## config.mk

```make
export PLATFORM = sky130hd
export DESIGN_NAME = led_dimming_mode_controller
export DESIGN_NICKNAME = d
export VERILOG_FILES = /design/src/design/dim_pkg.sv /design/src/design/pwm_duty_meter.sv /design/src/design/current_ramp.sv /design/src/design/led_dimming_mode_controller.sv
export SDC_FILE = /design/constraint.sdc
export NUM_CORES = 1
export LEC_CHECK = 0
export BUFFER_PORTS_ARGS = -buffer_cell sky130_fd_sc_hd__clkbuf_2
export CORE_ASPECT_RATIO = 0.7
export CORE_MARGIN = 1.5
export CORE_UTILIZATION = 61
export CTS_BUF_LIST = sky130_fd_sc_hd__clkbuf_8
export CTS_CLUSTER_DIAMETER = 80
export DETAILED_ROUTE_END_ITERATION = 16
export HOLD_SLACK_MARGIN = 0.08
export PLACE_DENSITY = 0.81
export SKIP_LAST_GASP = 1
export SLEW_MARGIN = 15
export SYNTH_ARGS = -nofsm -noshare
export SYNTH_HDL_FRONTEND = slang
export SYNTH_HIERARCHICAL = 1
export SYNTH_SLANG_ARGS = --single-unit
```

## constraint.sdc

```tcl
create_clock -name core_clk -period 14.35 [get_ports core_clk]
set_clock_uncertainty 0.2 [all_clocks]
set_input_delay 2.87 -clock core_clk [delete_from_list [all_inputs] [get_ports core_clk]]
set_output_delay 2.87 -clock core_clk [all_outputs]
set_load 0.05 [all_outputs]
```

## src/design/dim_pkg.sv

```systemverilog
// Shared constants, types and helper functions for the LED dimming mode controller.
// How it works
// - All timers and counters advance on one 10MHz internal tick.
// - Three-bit field picks one of eight boost switching frequencies, 350kHz to 2.4MHz.
// - With disconnect transistor fitted, drive its gate, then wait 500us.
// - Output below 1.22V after the delay disables the device, no boosting.
// - Remaining safety checks must all pass before boost switching starts.
// - Start-up works whatever order supply, PWM input and enable arrive.
// - Register-duty modes ignore the PWM input pin entirely.
// - Low-side switch turns on each cycle start, held at least 100ns.
// - Light load near input voltage skips pulses, switch held off.
// - Full-scale current is linear in its code, 0.196mA per step.
// - Mode 000b: analog amplitude follows measured PWM pin duty.
// - Mode 001b: analog amplitude follows the 14-bit register duty.
// - Mode 010: current chopped at chop rate, duty from pin.
// - Mode 011: current chopped at chop rate, duty from register.
// - Mode 100b: above transfer point, analog amplitude follows pin duty.
// - Mixed mode below transfer point: chop duty is duty over point, amplitude fixed.
// - Mode 101b: mixed behaviour using the register duty value.
// - Amplitude is always further scaled by the 10-bit amplitude scale.
// - Chop frequency comes from its four-bit field, not the pin frequency.
// - Current ramps in 0.049mA steps, 2us to 128us per step.
package dim_pkg;

	// ------------------------------------------------------------------
	// Timing
	// ------------------------------------------------------------------
	localparam int CORE_CLK_MHZ = 250;
	localparam int INT_CLK_MHZ = 10;
	localparam int TICK_DIV = CORE_CLK_MHZ / INT_CLK_MHZ;
	localparam int GATE_DELAY_US = 500;
	localparam int GATE_DELAY_TICKS = GATE_DELAY_US * INT_CLK_MHZ;
	localparam int MIN_ON_NS = 100;
	localparam int MIN_ON_RAW = (MIN_ON_NS * INT_CLK_MHZ + 999) / 1000;
	localparam int MIN_ON_TICKS = (MIN_ON_RAW < 1) ? 1 : MIN_ON_RAW;
	localparam int RAMP_BASE_US = 2;
	localparam int RAMP_BASE_TICKS = RAMP_BASE_US * INT_CLK_MHZ;
	localparam logic [2:0] RAMP_MAX_SEL = 3'h6;
	localparam int CHOP_STEP_TICKS = 49;

	// ------------------------------------------------------------------
	// Scaling and reset values
	// ------------------------------------------------------------------
	localparam int FS_UNITS_PER_CODE_SHIFT = 2;
	localparam logic [14:0] DUTY_FULL = 15'h4000;
	localparam logic [13:0] DUTY_MAX = 14'h3FFF;
	localparam logic [13:0] TP_BASE = 14'h0400;
	localparam logic [9:0] LEVEL_RESET = 10'h000;

	// ------------------------------------------------------------------
	// Types
	// ------------------------------------------------------------------
	typedef enum logic [2:0] {
		MODE_ANALOG_PIN = 3'b000,
		MODE_ANALOG_REG = 3'b001,
		MODE_CHOP_PIN = 3'b010,
		MODE_CHOP_REG = 3'b011,
		MODE_MIX_PIN = 3'b100,
		MODE_MIX_REG = 3'b101
	} mode_e;

	typedef enum logic [2:0] {
		ST_IDLE = 3'b000,
		ST_GATE_WAIT = 3'b001,
		ST_SHORT_CHECK = 3'b010,
		ST_SAFETY_CHECK = 3'b011,
		ST_RUN = 3'b100,
		ST_FAULT = 3'b101
	} start_e;

	typedef struct packed {
		logic [2:0] switching_freq_select;
		logic [7:0] full_scale_current_code;
		logic [2:0] dimming_mode_select;
		logic [9:0] amplitude_scale;
		logic [13:0] register_duty_value;
		logic [3:0] chop_freq_select;
		logic [1:0] transfer_point_select;
		logic [2:0] ramp_step_time_select;
	} cfg_s;

	typedef struct packed {
		logic enable;
		logic vin_ok;
		logic pwm_in;
		logic vout_below_short;
		logic safety_ok;
		logic peak_current_trip;
		logic light_load_skip;
		logic disconnect_fitted;
	} pins_s;

	localparam int PIN_COUNT = 8;

	// Switching period in internal ticks for each frequency code.
	function automatic logic [5:0] sw_period(input logic [2:0] sel);
		int khz;
		case (sel)
			3'h0: khz = 350;
			3'h1: khz = 500;
			3'h2: khz = 650;
			3'h3: khz = 800;
			3'h4: khz = 950;
			3'h5: khz = 1200;
			3'h6: khz = 1800;
			default: khz = 2400;
		endcase
		return 6'((INT_CLK_MHZ * 1000) / khz);
	endfunction : sw_period

	// Chop period in internal ticks for each chop frequency code.
	function automatic logic [9:0] chop_period(input logic [3:0] sel);
		return 10'(CHOP_STEP_TICKS * (16 - int'(sel)));
	endfunction : chop_period

endpackage : dim_pkg

```

## src/design/pwm_duty_meter.sv

```systemverilog
// Measures high time and period of the filtered PWM pin and yields a 14-bit duty.
`timescale 1ns/1ps
module pwm_duty_meter #(
	parameter int CNT_W = 16
) (
	input wire logic core_clk,
	input wire logic nrst,
	input wire logic tick,
	input wire logic pin_level,
	output logic [13:0] duty
);

	initial begin
		if (CNT_W < 15) $error("CNT_W too small for the divider");
	end

	logic pin_d;
	logic [CNT_W-1:0] hi_cnt;
	logic [CNT_W-1:0] per_cnt;
	logic [CNT_W-1:0] per_lat;
	logic [CNT_W:0] rem;
	logic [13:0] q;
	logic [3:0] idx;
	logic busy;
	logic clamp;

	// ------------------------------------------------------------------
	// Edge detect and serial division
	// ------------------------------------------------------------------
	wire rise = pin_level && !pin_d;
	wire per_sat = &per_cnt;
	wire start = rise && (per_cnt != '0);
	wire [CNT_W:0] rem_sh = {rem[CNT_W-1:0], 1'b0};
	wire ge = rem_sh >= {1'b0, per_lat};
	wire [CNT_W:0] rem_next = ge ? (rem_sh - {1'b0, per_lat}) : rem_sh;
	wire [13:0] q_next = q | ({13'h0000, ge} << idx);

	// Counters run on the internal tick; a rising edge closes one period.
	always_ff @(posedge core_clk or negedge nrst) begin
		if (!nrst) begin
			pin_d <= 1'b0;
			hi_cnt <= '0;
			per_cnt <= '0;
		end else begin
			pin_d <= pin_level;
			if (rise) begin
				hi_cnt <= '0;
				per_cnt <= '0;
			end else if (tick && !per_sat) begin
				per_cnt <= per_cnt + 1'b1;
				hi_cnt <= hi_cnt + CNT_W'(pin_level);
			end
		end
	end

	// Restoring division gives high time times 2^14 over the period.
	always_ff @(posedge core_clk or negedge nrst) begin
		if (!nrst) begin
			per_lat <= '0;
			rem <= '0;
			q <= '0;
			idx <= 4'h0;
			busy <= 1'b0;
			clamp <= 1'b0;
			duty <= 14'h0000;
		end else if (start) begin
			per_lat <= per_cnt;
			rem <= {1'b0, hi_cnt};
			q <= 14'h0000;
			idx <= 4'hD;
			busy <= 1'b1;
			clamp <= hi_cnt >= per_cnt;
		end else if (busy) begin
			rem <= rem_next;
			q <= q_next;
			idx <= idx - 4'h1;
			if (idx == 4'h0) begin
				busy <= 1'b0;
				duty <= clamp ? dim_pkg::DUTY_MAX : q_next;
			end
		end else if (per_sat) begin
			// A pin that stopped toggling reads as fully on or fully off.
			duty <= pin_level ? dim_pkg::DUTY_MAX : 14'h0000;
		end
	end

endmodule : pwm_duty_meter

```

## src/design/current_ramp.sv

```systemverilog
// Moves the LED current level one step at a time toward its target.
`timescale 1ns/1ps
module current_ramp #(
	parameter int LEVEL_W = 10
) (
	input wire logic core_clk,
	input wire logic nrst,
	input wire logic tick,
	input wire logic [2:0] step_sel,
	input wire logic [LEVEL_W-1:0] target,
	output logic [LEVEL_W-1:0] level
);

	initial begin
		if (LEVEL_W < 1) $error("LEVEL_W must be positive");
	end

	logic [11:0] step_cnt;

	// Step time doubles per code, the top code repeats the longest step.
	wire [2:0] sel_eff = (step_sel > dim_pkg::RAMP_MAX_SEL) ? dim_pkg::RAMP_MAX_SEL : step_sel;
	wire [11:0] step_ticks = 12'(dim_pkg::RAMP_BASE_TICKS) << sel_eff;
	wire step_due = tick && (step_cnt >= step_ticks - 12'h001);

	// One unit of level is one 0.049mA step.
	always_ff @(posedge core_clk or negedge nrst) begin
		if (!nrst) begin
			step_cnt <= 12'h000;
			level <= LEVEL_W'(dim_pkg::LEVEL_RESET);
		end else if (step_due) begin
			step_cnt <= 12'h000;
			if (level < target) level <= level + 1'b1;
			else if (level > target) level <= level - 1'b1;
		end else if (tick) begin
			step_cnt <= step_cnt + 12'h001;
		end
	end

	property p_ramp_step;
		@(posedge core_clk) disable iff (!nrst)
		(level != $past(level)) |-> ($past(step_due) &&
			((level == $past(level) + 1'b1) || (level == $past(level) - 1'b1)));
	endproperty
	a_ramp_step: assert property (p_ramp_step) else $error("ramp moved off-step");

endmodule : current_ramp

```

## src/design/led_dimming_mode_controller.sv

```systemverilog
// Top of the LED dimming mode controller: start-up, boost timing and dimming modes.
`timescale 1ns/1ps
module led_dimming_mode_controller #(
	parameter int GATE_DELAY_TICKS = dim_pkg::GATE_DELAY_TICKS,
	parameter int DUTY_CNT_W = 16
) (
	input wire logic core_clk,
	input wire logic nrst,
	input wire dim_pkg::cfg_s cfg,
	input wire dim_pkg::pins_s pins,
	output logic disconnect_gate_drive,
	output logic boost_active,
	output logic startup_fault,
	output logic low_side_switch,
	output logic led_enable,
	output logic [9:0] led_current_level,
	output logic [13:0] measured_duty
);

	initial begin
		if (GATE_DELAY_TICKS < 1 || GATE_DELAY_TICKS > 8191) $error("GATE_DELAY_TICKS out of range");
	end

	// ------------------------------------------------------------------
	// Internal 10MHz tick
	// ------------------------------------------------------------------
	logic [4:0] div_cnt;
	logic tick;

	// Divides the core clock down to the internal timer rate.
	always_ff @(posedge core_clk or negedge nrst) begin
		if (!nrst) begin
			div_cnt <= 5'h00;
			tick <= 1'b0;
		end else begin
			tick <= (div_cnt == 5'(dim_pkg::TICK_DIV - 1));
			div_cnt <= (div_cnt == 5'(dim_pkg::TICK_DIV - 1)) ? 5'h00 : div_cnt + 5'h01;
		end
	end

	// ------------------------------------------------------------------
	// Pin synchronisers
	// ------------------------------------------------------------------
	logic [dim_pkg::PIN_COUNT-1:0] s1;
	logic [dim_pkg::PIN_COUNT-1:0] s2;
	logic [dim_pkg::PIN_COUNT-1:0] s3;
	logic [dim_pkg::PIN_COUNT-1:0] filt;
	dim_pkg::pins_s pf;

	// Three synchroniser flops and a filter flop per pin; the level moves only once the last two agree.
	generate
		for (genvar i = 0; i < dim_pkg::PIN_COUNT; i++) begin : g_sync
			always_ff @(posedge core_clk or negedge nrst) begin
				if (!nrst) begin
					s1[i] <= 1'b0;
					s2[i] <= 1'b0;
					s3[i] <= 1'b0;
					filt[i] <= 1'b0;
				end else begin
					s1[i] <= pins[i];
					s2[i] <= s1[i];
					s3[i] <= s2[i];
					if (s2[i] == s3[i]) filt[i] <= s3[i];
				end
			end
		end
	endgenerate
	assign pf = filt;

	// ------------------------------------------------------------------
	// Pin duty measurement
	// ------------------------------------------------------------------
	pwm_duty_meter #(
		.CNT_W(DUTY_CNT_W)
	) u_meter (
		.core_clk(core_clk),
		.nrst(nrst),
		.tick(tick),
		.pin_level(pf.pwm_in),
		.duty(measured_duty)
	);

	// ------------------------------------------------------------------
	// Start-up sequence
	// ------------------------------------------------------------------
	dim_pkg::start_e st;
	dim_pkg::start_e next_st;
	logic [12:0] gate_cnt;

	wire powered = pf.enable && pf.vin_ok;
	wire gate_done = (gate_cnt >= 13'(GATE_DELAY_TICKS - 1)) && tick;

	// Waits for supply and enable in any order, then checks and runs.
	always_comb begin
		next_st = st;
		case (st)
			dim_pkg::ST_IDLE: begin
				if (powered) begin
					next_st = pf.disconnect_fitted ? dim_pkg::ST_GATE_WAIT
						: dim_pkg::ST_SHORT_CHECK;
				end
			end
			dim_pkg::ST_GATE_WAIT: begin
				if (gate_done) next_st = dim_pkg::ST_SHORT_CHECK;
			end
			dim_pkg::ST_SHORT_CHECK: begin
				if (tick) begin
					next_st = pf.vout_below_short ? dim_pkg::ST_FAULT
						: dim_pkg::ST_SAFETY_CHECK;
				end
			end
			dim_pkg::ST_SAFETY_CHECK: begin
				if (pf.safety_ok) next_st = dim_pkg::ST_RUN;
			end
			dim_pkg::ST_RUN: next_st = dim_pkg::ST_RUN;
			dim_pkg::ST_FAULT: next_st = dim_pkg::ST_FAULT;
			default: next_st = dim_pkg::ST_IDLE;
		endcase
		if (!powered) next_st = dim_pkg::ST_IDLE;
	end

	// State register and gate-drive delay counter.
	always_ff @(posedge core_clk or negedge nrst) begin
		if (!nrst) begin
			st <= dim_pkg::ST_IDLE;
			gate_cnt <= 13'h0000;
		end else begin
			st <= next_st;
			if (st != dim_pkg::ST_GATE_WAIT) gate_cnt <= 13'h0000;
			else if (tick) gate_cnt <= gate_cnt + 13'h0001;
		end
	end

	// Status outputs, registered.
	always_ff @(posedge core_clk or negedge nrst) begin
		if (!nrst) begin
			disconnect_gate_drive <= 1'b0;
			boost_active <= 1'b0;
			startup_fault <= 1'b0;
		end else begin
			disconnect_gate_drive <= pf.disconnect_fitted && (next_st != dim_pkg::ST_IDLE)
				&& (next_st != dim_pkg::ST_FAULT);
			boost_active <= next_st == dim_pkg::ST_RUN;
			startup_fault <= next_st == dim_pkg::ST_FAULT;
		end
	end

	// ------------------------------------------------------------------
	// Boost switching cycle
	// ------------------------------------------------------------------
	logic [5:0] sw_cnt;
	logic [3:0] on_ticks;
	wire [5:0] sw_per = dim_pkg::sw_period(cfg.switching_freq_select);
	wire cycle_end = tick && (sw_cnt >= sw_per - 6'h01);
	wire min_on_done = on_ticks >= 4'(dim_pkg::MIN_ON_TICKS);
	wire last_tick = tick && (sw_cnt == sw_per - 6'h02);

	// Cycle counter on the internal tick.
	always_ff @(posedge core_clk or negedge nrst) begin
		if (!nrst) begin
			sw_cnt <= 6'h00;
		end else if (cycle_end) begin
			sw_cnt <= 6'h00;
		end else if (tick) begin
			sw_cnt <= sw_cnt + 6'h01;
		end
	end

	// Switch turns on at each cycle start unless skipping; off on peak trip.
	always_ff @(posedge core_clk or negedge nrst) begin
		if (!nrst) begin
			low_side_switch <= 1'b0;
			on_ticks <= 4'h0;
		end else if (cycle_end) begin
			low_side_switch <= boost_active && !pf.light_load_skip;
			on_ticks <= 4'h0;
		end else if (low_side_switch) begin
			if (tick && !min_on_done) on_ticks <= on_ticks + 4'h1;
			if ((min_on_done && pf.peak_current_trip) || last_tick || !boost_active) begin
				low_side_switch <= 1'b0;
			end
		end
	end

	// ------------------------------------------------------------------
	// Dimming mode decode
	// ------------------------------------------------------------------
	wire [2:0] mode = cfg.dimming_mode_select;
	wire reg_src = mode[0];
	wire mode_analog = mode[2:1] == 2'b00;
	wire mode_chop = mode[2:1] == 2'b01;
	wire mode_mix = mode[2:1] == 2'b10;
	wire mode_res = mode[2:1] == 2'b11;
	wire [13:0] src_duty = reg_src ? cfg.register_duty_value : measured_duty;
	wire [13:0] tp_duty = dim_pkg::TP_BASE << cfg.transfer_point_select;
	wire below_tp = src_duty < tp_duty;
	wire [2:0] tp_shift = 3'h4 - {1'b0, cfg.transfer_point_select};
	wire [14:0] mix_chop = {1'b0, src_duty} << tp_shift;
	logic [13:0] amp_duty;
	logic [14:0] chop_duty;

	// Amplitude fraction and chop duty for each mode.
	always_comb begin
		amp_duty = 14'h0000;
		chop_duty = 15'h0000;
		if (mode_analog) begin
			amp_duty = src_duty;
			chop_duty = dim_pkg::DUTY_FULL;
		end else if (mode_chop) begin
			amp_duty = dim_pkg::DUTY_MAX;
			chop_duty = {1'b0, src_duty};
		end else if (mode_mix && !below_tp) begin
			amp_duty = src_duty;
			chop_duty = dim_pkg::DUTY_FULL;
		end else if (mode_mix) begin
			amp_duty = tp_duty;
			chop_duty = mix_chop;
		end
	end

	// Full scale in 0.049mA units, times duty fraction, times amplitude scale.
	wire [9:0] fs_units = {cfg.full_scale_current_code, 2'b00};
	wire [23:0] prod_duty = fs_units * amp_duty;
	wire [19:0] prod_scale = prod_duty[23:14] * cfg.amplitude_scale;
	wire [9:0] target = mode_res ? 10'h000 : prod_scale[19:10];

	current_ramp #(
		.LEVEL_W(10)
	) u_ramp (
		.core_clk(core_clk),
		.nrst(nrst),
		.tick(tick),
		.step_sel(cfg.ramp_step_time_select),
		.target(target),
		.level(led_current_level)
	);

	// ------------------------------------------------------------------
	// Chop generator
	// ------------------------------------------------------------------
	logic [9:0] chop_cnt;
	wire [9:0] chop_per = dim_pkg::chop_period(cfg.chop_freq_select);
	wire [24:0] chop_pos = {1'b0, chop_cnt, 14'h0000};
	wire [24:0] chop_lim = chop_duty * chop_per;
	wire chop_on = chop_pos < chop_lim;

	// Chop counter free-runs on the tick, independent of the pin.
	always_ff @(posedge core_clk or negedge nrst) begin
		if (!nrst) begin
			chop_cnt <= 10'h000;
			led_enable <= 1'b0;
		end else begin
			if (tick) chop_cnt <= (chop_cnt >= chop_per - 10'h001) ? 10'h000 : chop_cnt + 10'h001;
			led_enable <= boost_active && !mode_res && chop_on;
		end
	end

	// ------------------------------------------------------------------
	// Checks
	// ------------------------------------------------------------------
	property p_tick_rate;
		@(posedge core_clk) disable iff (!nrst)
		tick |-> ##25 tick;
	endproperty
	a_tick_rate: assert property (p_tick_rate) else $error("internal tick not 10MHz");

	property p_gate_delay;
		@(posedge core_clk) disable iff (!nrst)
		(st == dim_pkg::ST_SHORT_CHECK) && ($past(st) == dim_pkg::ST_GATE_WAIT)
			|-> ($past(gate_cnt) >= 13'(GATE_DELAY_TICKS - 1)) && disconnect_gate_drive;
	endproperty
	a_gate_delay: assert property (p_gate_delay) else $error("short check before delay");

	property p_short_fault;
		@(posedge core_clk) disable iff (!nrst)
		(st == dim_pkg::ST_SHORT_CHECK) && tick && pf.vout_below_short && powered
			|=> ##1 startup_fault && !boost_active;
	endproperty
	a_short_fault: assert property (p_short_fault) else $error("short not latched");

	property p_switch_needs_run;
		@(posedge core_clk) disable iff (!nrst)
		$rose(low_side_switch) |-> $past(boost_active) && (st == dim_pkg::ST_RUN);
	endproperty
	a_switch_needs_run: assert property (p_switch_needs_run) else $error("switch before run");

	property p_min_on;
		@(posedge core_clk) disable iff (!nrst)
		$rose(low_side_switch) && boost_active |-> low_side_switch [*8];
	endproperty
	a_min_on: assert property (p_min_on) else $error("switch on-time too short");

	property p_skip;
		@(posedge core_clk) disable iff (!nrst)
		$rose(low_side_switch) |-> $past(cycle_end) && !$past(pf.light_load_skip);
	endproperty
	a_skip: assert property (p_skip) else $error("pulse not skipped");

	property p_reserved_off;
		@(posedge core_clk) disable iff (!nrst)
		mode_res [*2] |-> !led_enable && (target == 10'h000);
	endproperty
	a_reserved_off: assert property (p_reserved_off) else $error("reserved mode lit LEDs");

	property p_reg_ignores_pin;
		@(posedge core_clk) disable iff (!nrst)
		reg_src && !mode_res && $stable(cfg) |-> $stable(target);
	endproperty
	a_reg_ignores_pin: assert property (p_reg_ignores_pin) else $error("pin used in reg mode");

	property p_mix_low;
		@(posedge core_clk) disable iff (!nrst)
		mode_mix && below_tp |-> (amp_duty == tp_duty) && (chop_duty < dim_pkg::DUTY_FULL);
	endproperty
	a_mix_low: assert property (p_mix_low) else $error("mixed low range wrong");

endmodule : led_dimming_mode_controller

```

==> run summary, run 1 <==
Status - did not finish
Failed at - 5_1_grt
Tool error - [ERROR GRT-0232] Routing congestion too high. Check the congestion heatmap in the GUI.
Total track usage - 0.728
Largest net degree at the start of global routing - 113
Sequential share of the synthesized area - 0.116
Die H - 226 µm
Syn avg cell area - 7.76 µm²
Initial Util - 0.618
Inserted Clock Buffers - 17
Post-synth ARST share - 1.00
Main synth FF type - dfrtp_1
Hold-fix buffers at CTS - 0
Synthesized area - 43300 µm²
Crit. endpoint post-GRT repair - sw_cnt[2]$_DFFE_PN0P_/D
Chip Width - 321 µm
H-tree depth - 4
Gate Count Post-Synth - 5576
Dpl hpwl - 121000 µm
Worst_ep kind - register input
Remaining Overflow, GRT - 5
Row count - 81
Initial antenna violation count - 33
CTS Buffer Depth - 2
# port buffers - 85
Root Driver - clkbuf_8
Unique masters post-synth - 147
Yosys reg bits - 200
Num Clock Sinks - 200
I/O pin total - 86
Synthesis Warnings - 6
Placer Congestion - 0.998
Placement Setup Slack - -43.58 ns
EDFF count, synth - 0
[kinds of logic after synthesis]
kind of cell	synth area share
AOI/OAI and AO/OA	0.230
and+or+nand+nor	0.243
xor gates and xnor gates	0.0685
adders and majority gates	0.252
DFF	0.116
muxes	0.0338
buffers and inverters	0.0574
other	0.000173
[metal layers]
| layer | overflow | track usage |
|---|---|---|
| met4 | 2 | 0.670 |
| met1 | 1 | 0.737 |
| met3 | 0 | 0.582 |
| met2 | 2 | 0.894 |
| met5 | 0 | 0.366 |
[synth_stat cells, drive strengths merged, types with 36 or more instances]
| cell type | number | area, µm² |
|---|---|---|
| xnor2 | 205 | 1800 |
| or2 | 39 | 244 |
| o211ai | 36 | 285 |
| mux2 | 60 | 683 |
| ha | 484 | 6060 |
| clkbuf | 132 | 495 |
| fa | 237 | 4740 |
| nor3 | 131 | 681 |
| nor2b | 72 | 450 |
| a211oi | 49 | 405 |
| inv | 440 | 1650 |
| nor4 | 46 | 375 |
| o21ai | 348 | 1750 |
| nand4 | 83 | 544 |
| a31oi | 74 | 490 |
| nand2 | 569 | 2150 |
| or3 | 58 | 368 |
| o31ai | 64 | 500 |
| dfrtp | 200 | 5000 |
| and3 | 40 | 263 |
| mux2i | 78 | 781 |
| nand3 | 107 | 563 |
| o21bai | 38 | 289 |
| xor2 | 132 | 1170 |
| nand2b | 92 | 576 |
| o21a | 105 | 788 |
| a21o | 114 | 857 |
| nor2 | 496 | 1880 |
| and2 | 206 | 1290 |
| buf | 58 | 337 |
| a21oi | 361 | 1830 |
[through the flow]
stage | setup TNS (ns) | instances | instance area [µm²]
after floorplan | -528.25 | 5582 | 44700
after global placement | -477.84 | 7974 | 56700
after detailed placement | -513.34 | 7974 | 56700
after CTS | -467.11 | 8317 | 60500
[timing repair]
action                                  CTS
endpoints found under the setup margin   21
gates resized for setup                 237
gates cloned                              1
hold endpoints to repair                  0
buffers inserted                        313
pin swaps                               222
==> run 2, diff against run 1 <==
- CORE_ASPECT_RATIO: 0.7 -> default
- CORE_UTILIZATION: 61 -> 40
- CTS_BUF_LIST: sky130_fd_sc_hd__clkbuf_8 -> default
- CTS_CLUSTER_DIAMETER: 80 -> default
- HOLD_SLACK_MARGIN: 0.08 -> default
- PLACE_DENSITY: 0.81 -> default
- PLACE_DENSITY_LB_ADDON: default -> 0.15
- clock period: 14.35 -> 18.7 ns (I/O delays scaled with it)
==> run 2 against run 1 <==
  * The flow now finishes, with violations (setup timing)
  * Synthesized cell count stayed put
  * Synthesized area stayed put
==> run summary, run 2 <==
Register area - 5000 µm²
Remaining Overflow, GRT - 0
Crit path arrival time - 56.68 ns
Ant. Diodes - 0
Detailed Route Iter0 Violations - 2811
Total length of routed wires - 148000 µm
Yosys top cell area share - 0.140 (unchanged)
Initial antenna violation count - 3
HP Start - s1[7]
Area growth syn-to-layout - 43.1%
Via count - 47600
Slew margin rel. - 0.293
Root Driver - clkbuf_16 (was clkbuf_8)
Initial DRT Pass Iterations - 5
Clock latency on the worst-skew pair - 0.48 ns
Cell count of the worst reg-to-reg path - 77
Most used cell, CP - buf_4
Synthesis Warnings - 6 (unchanged)
CP Class - in -> reg
Max-slew violations - 0
Setup WS post-layout - -37.82 ns
Status - finished, violations left (was did not finish)
CTS tree - yes
Chip Width - 332 µm (was 321 µm)
Critical Path Max Stage Delay - 0.54 ns
Synth area leaders - ha_1, dfrtp_1, fa_1 (unchanged)
Inserted Clock Buffers - 17 (unchanged)
Die H - 332 µm (was 226 µm)
Row count - 120 (was 81)
Initial Util - 0.404 (was 0.618)
Sequential share of the synthesized area - 0.116 (unchanged)
CP startpoint - cfg[46]
Final Hold Fails - 0
Main synth FF type - dfrtp_1 (unchanged)
# port buffers - 85 (unchanged)
RSZ-0062 raised after global routing - true
Residual DRC count - 0
Die area - 110000 µm²
CTS clock-pin slew for the worst setup and hold paths - 0.09 ns
Fmax - 17.7 MHz
EDFF count, synth - 0 (unchanged)
Critical path launch point type - primary input
Dpl hpwl - 114000 µm (was 121000 µm)
I/O pin total - 86 (unchanged)
Post-synth ARST share - 1.00 (unchanged)
Final non-filler cell area - 61900 µm²
Yosys reg bits - 200 (unchanged)
First-pass GRT wire length - 241000 µm
Synth cell count leaders - nand2_1, nor2_1, ha_1 (unchanged)
Routed length per placed instance - 16.8 µm
Unique masters post-synth - 147 (unchanged)
Tcrit/Tclk final - 3.02
Num Clock Sinks - 200 (unchanged)
Required time of the critical path - 18.86 ns
Vias in the first global route - 47400
Nets - 8155
Hold-fix buffers at CTS - 0 (unchanged)
Largest net degree at the start of global routing - 81
Commonest non-fill, non-tap cells in the layout - buf_4, nand2_1, ha_1, nor2_1, inv_1
Area leader, netlist - ha_1 (unchanged)
Placed Area - 56900 µm² (was 56700 µm²)
Total track usage - 0.261
Failing checks - setup timing
CP Max Fanout - 6
Filler instances - 9876
Max cap viols - 0
Area occupied by multi-input gates - 38200 µm²
Min Tclk post-route - 56.52 ns
Hold depth - 0
Gate Count Post-Synth - 5576 (unchanged)
Slowest cell on the critical path - or4_4
Crit. End Element - register
H-tree depth - 4 (unchanged)
Syn avg cell area - 7.76 µm² (unchanged)
Most common cell after layout, fill and taps aside - buf_4
Hold WC Path Type - reg -> reg
Synthesized area - 43300 µm² (unchanged)
Worst reg2reg startpoint - u_meter/duty[10]
Placer Congestion - 0.938 (was 0.998)
ANT nets after route - 0
Least-Margin Pin Slew - 1.06 ns
Final Setup Violations - 11
Count leader, synth - nand2_1 (unchanged)
Layout cells sized above 1 - 0.350
Core area - 107000 µm²
Avg Vias per Cell - 5.41
CTS Buffer Depth - 2 (unchanged)
[run 2: cell families after synthesis]
logic type	count (synthesis)	synth area share
AO/OA/AOI/OAI	1478	0.230
buffers and inverters	630	0.0574
flip-flops	200	0.116
AND/OR/NAND/NOR	2061	0.243
XOR/XNOR	337	0.0685
multiplexers	138	0.0338
other	2	0.000173
adder cells (fa/ha/maj)	730	0.252
[run 2: metal layers]
metal,share of wire,GRT usage,up-vias
met5,0,0,-
li1,-,-,23500
met2,0.48,0.449,1073
met1,0.46,0.350,22800
met4,0.024,0.0695,0
met3,0.038,0.0200,237
[run 2: worst paths after layout]
kind                                   end  slack [ns]
max in group asynchronous      gate_cnt[6]       13.97
hold / removal                       s2[7]        0.16
hold reg to reg                      s2[7]        0.16
setup reg to reg           u_ramp/level[6]        3.68
min in group asynchronous      chop_cnt[0]        3.03
setup / recovery           low_side_switch      -37.82
[run 2: through the flow]
stage	setup TNS (ns)	setup WS (ns)	hold WS (ns)	cells	util
6_report	-415.00	-37.82	0.158	8793	0.578
5_1_grt	-448.71	-40.85	0.169	8793	0.578
4_1_cts	-401.21	-36.55	0.161	8702	0.562
3_5_place_dp	-435.95	-39.55	0.138	8389	0.531
3_3_place_gp	-418.92	-38.09	0.133	8389	0.531
2_1_floorplan	-464.10	-42.44	0.131	5582	-
[run 2: final cells by class]
type,count,area share
clock buffer,17,0.00687
multi-input combinational,4753,0.616
tap,1403,0.0283
sequential,200,0.0808
inverter,440,0.0268
clock inverter,15,0.00356
timing repair buffer,1965,0.237
[run 2: critical path: cells and delay by family]
family	cells	cell delay (ns)
AND/OR/NAND/NOR	110	15.35
XOR/XNOR	2	0.16
buffers and inverters	50	6.05
AO/OA/AOI/OAI	144	24.02
multiplexers	5	1.16
adder cells (fa/ha/maj)	22	6.09
[run 2: timing repair]
action                     4_1_cts  5_1_grt
pin swaps                      157      270
setup endpoints to repair       11       20
buffers inserted               279       91
gates resized for setup        147      212
cloned                           2        0
Power of run 2 is not shown: default switching activity piles up to over one toggle a cycle in this logic, so the estimate is an artifact.
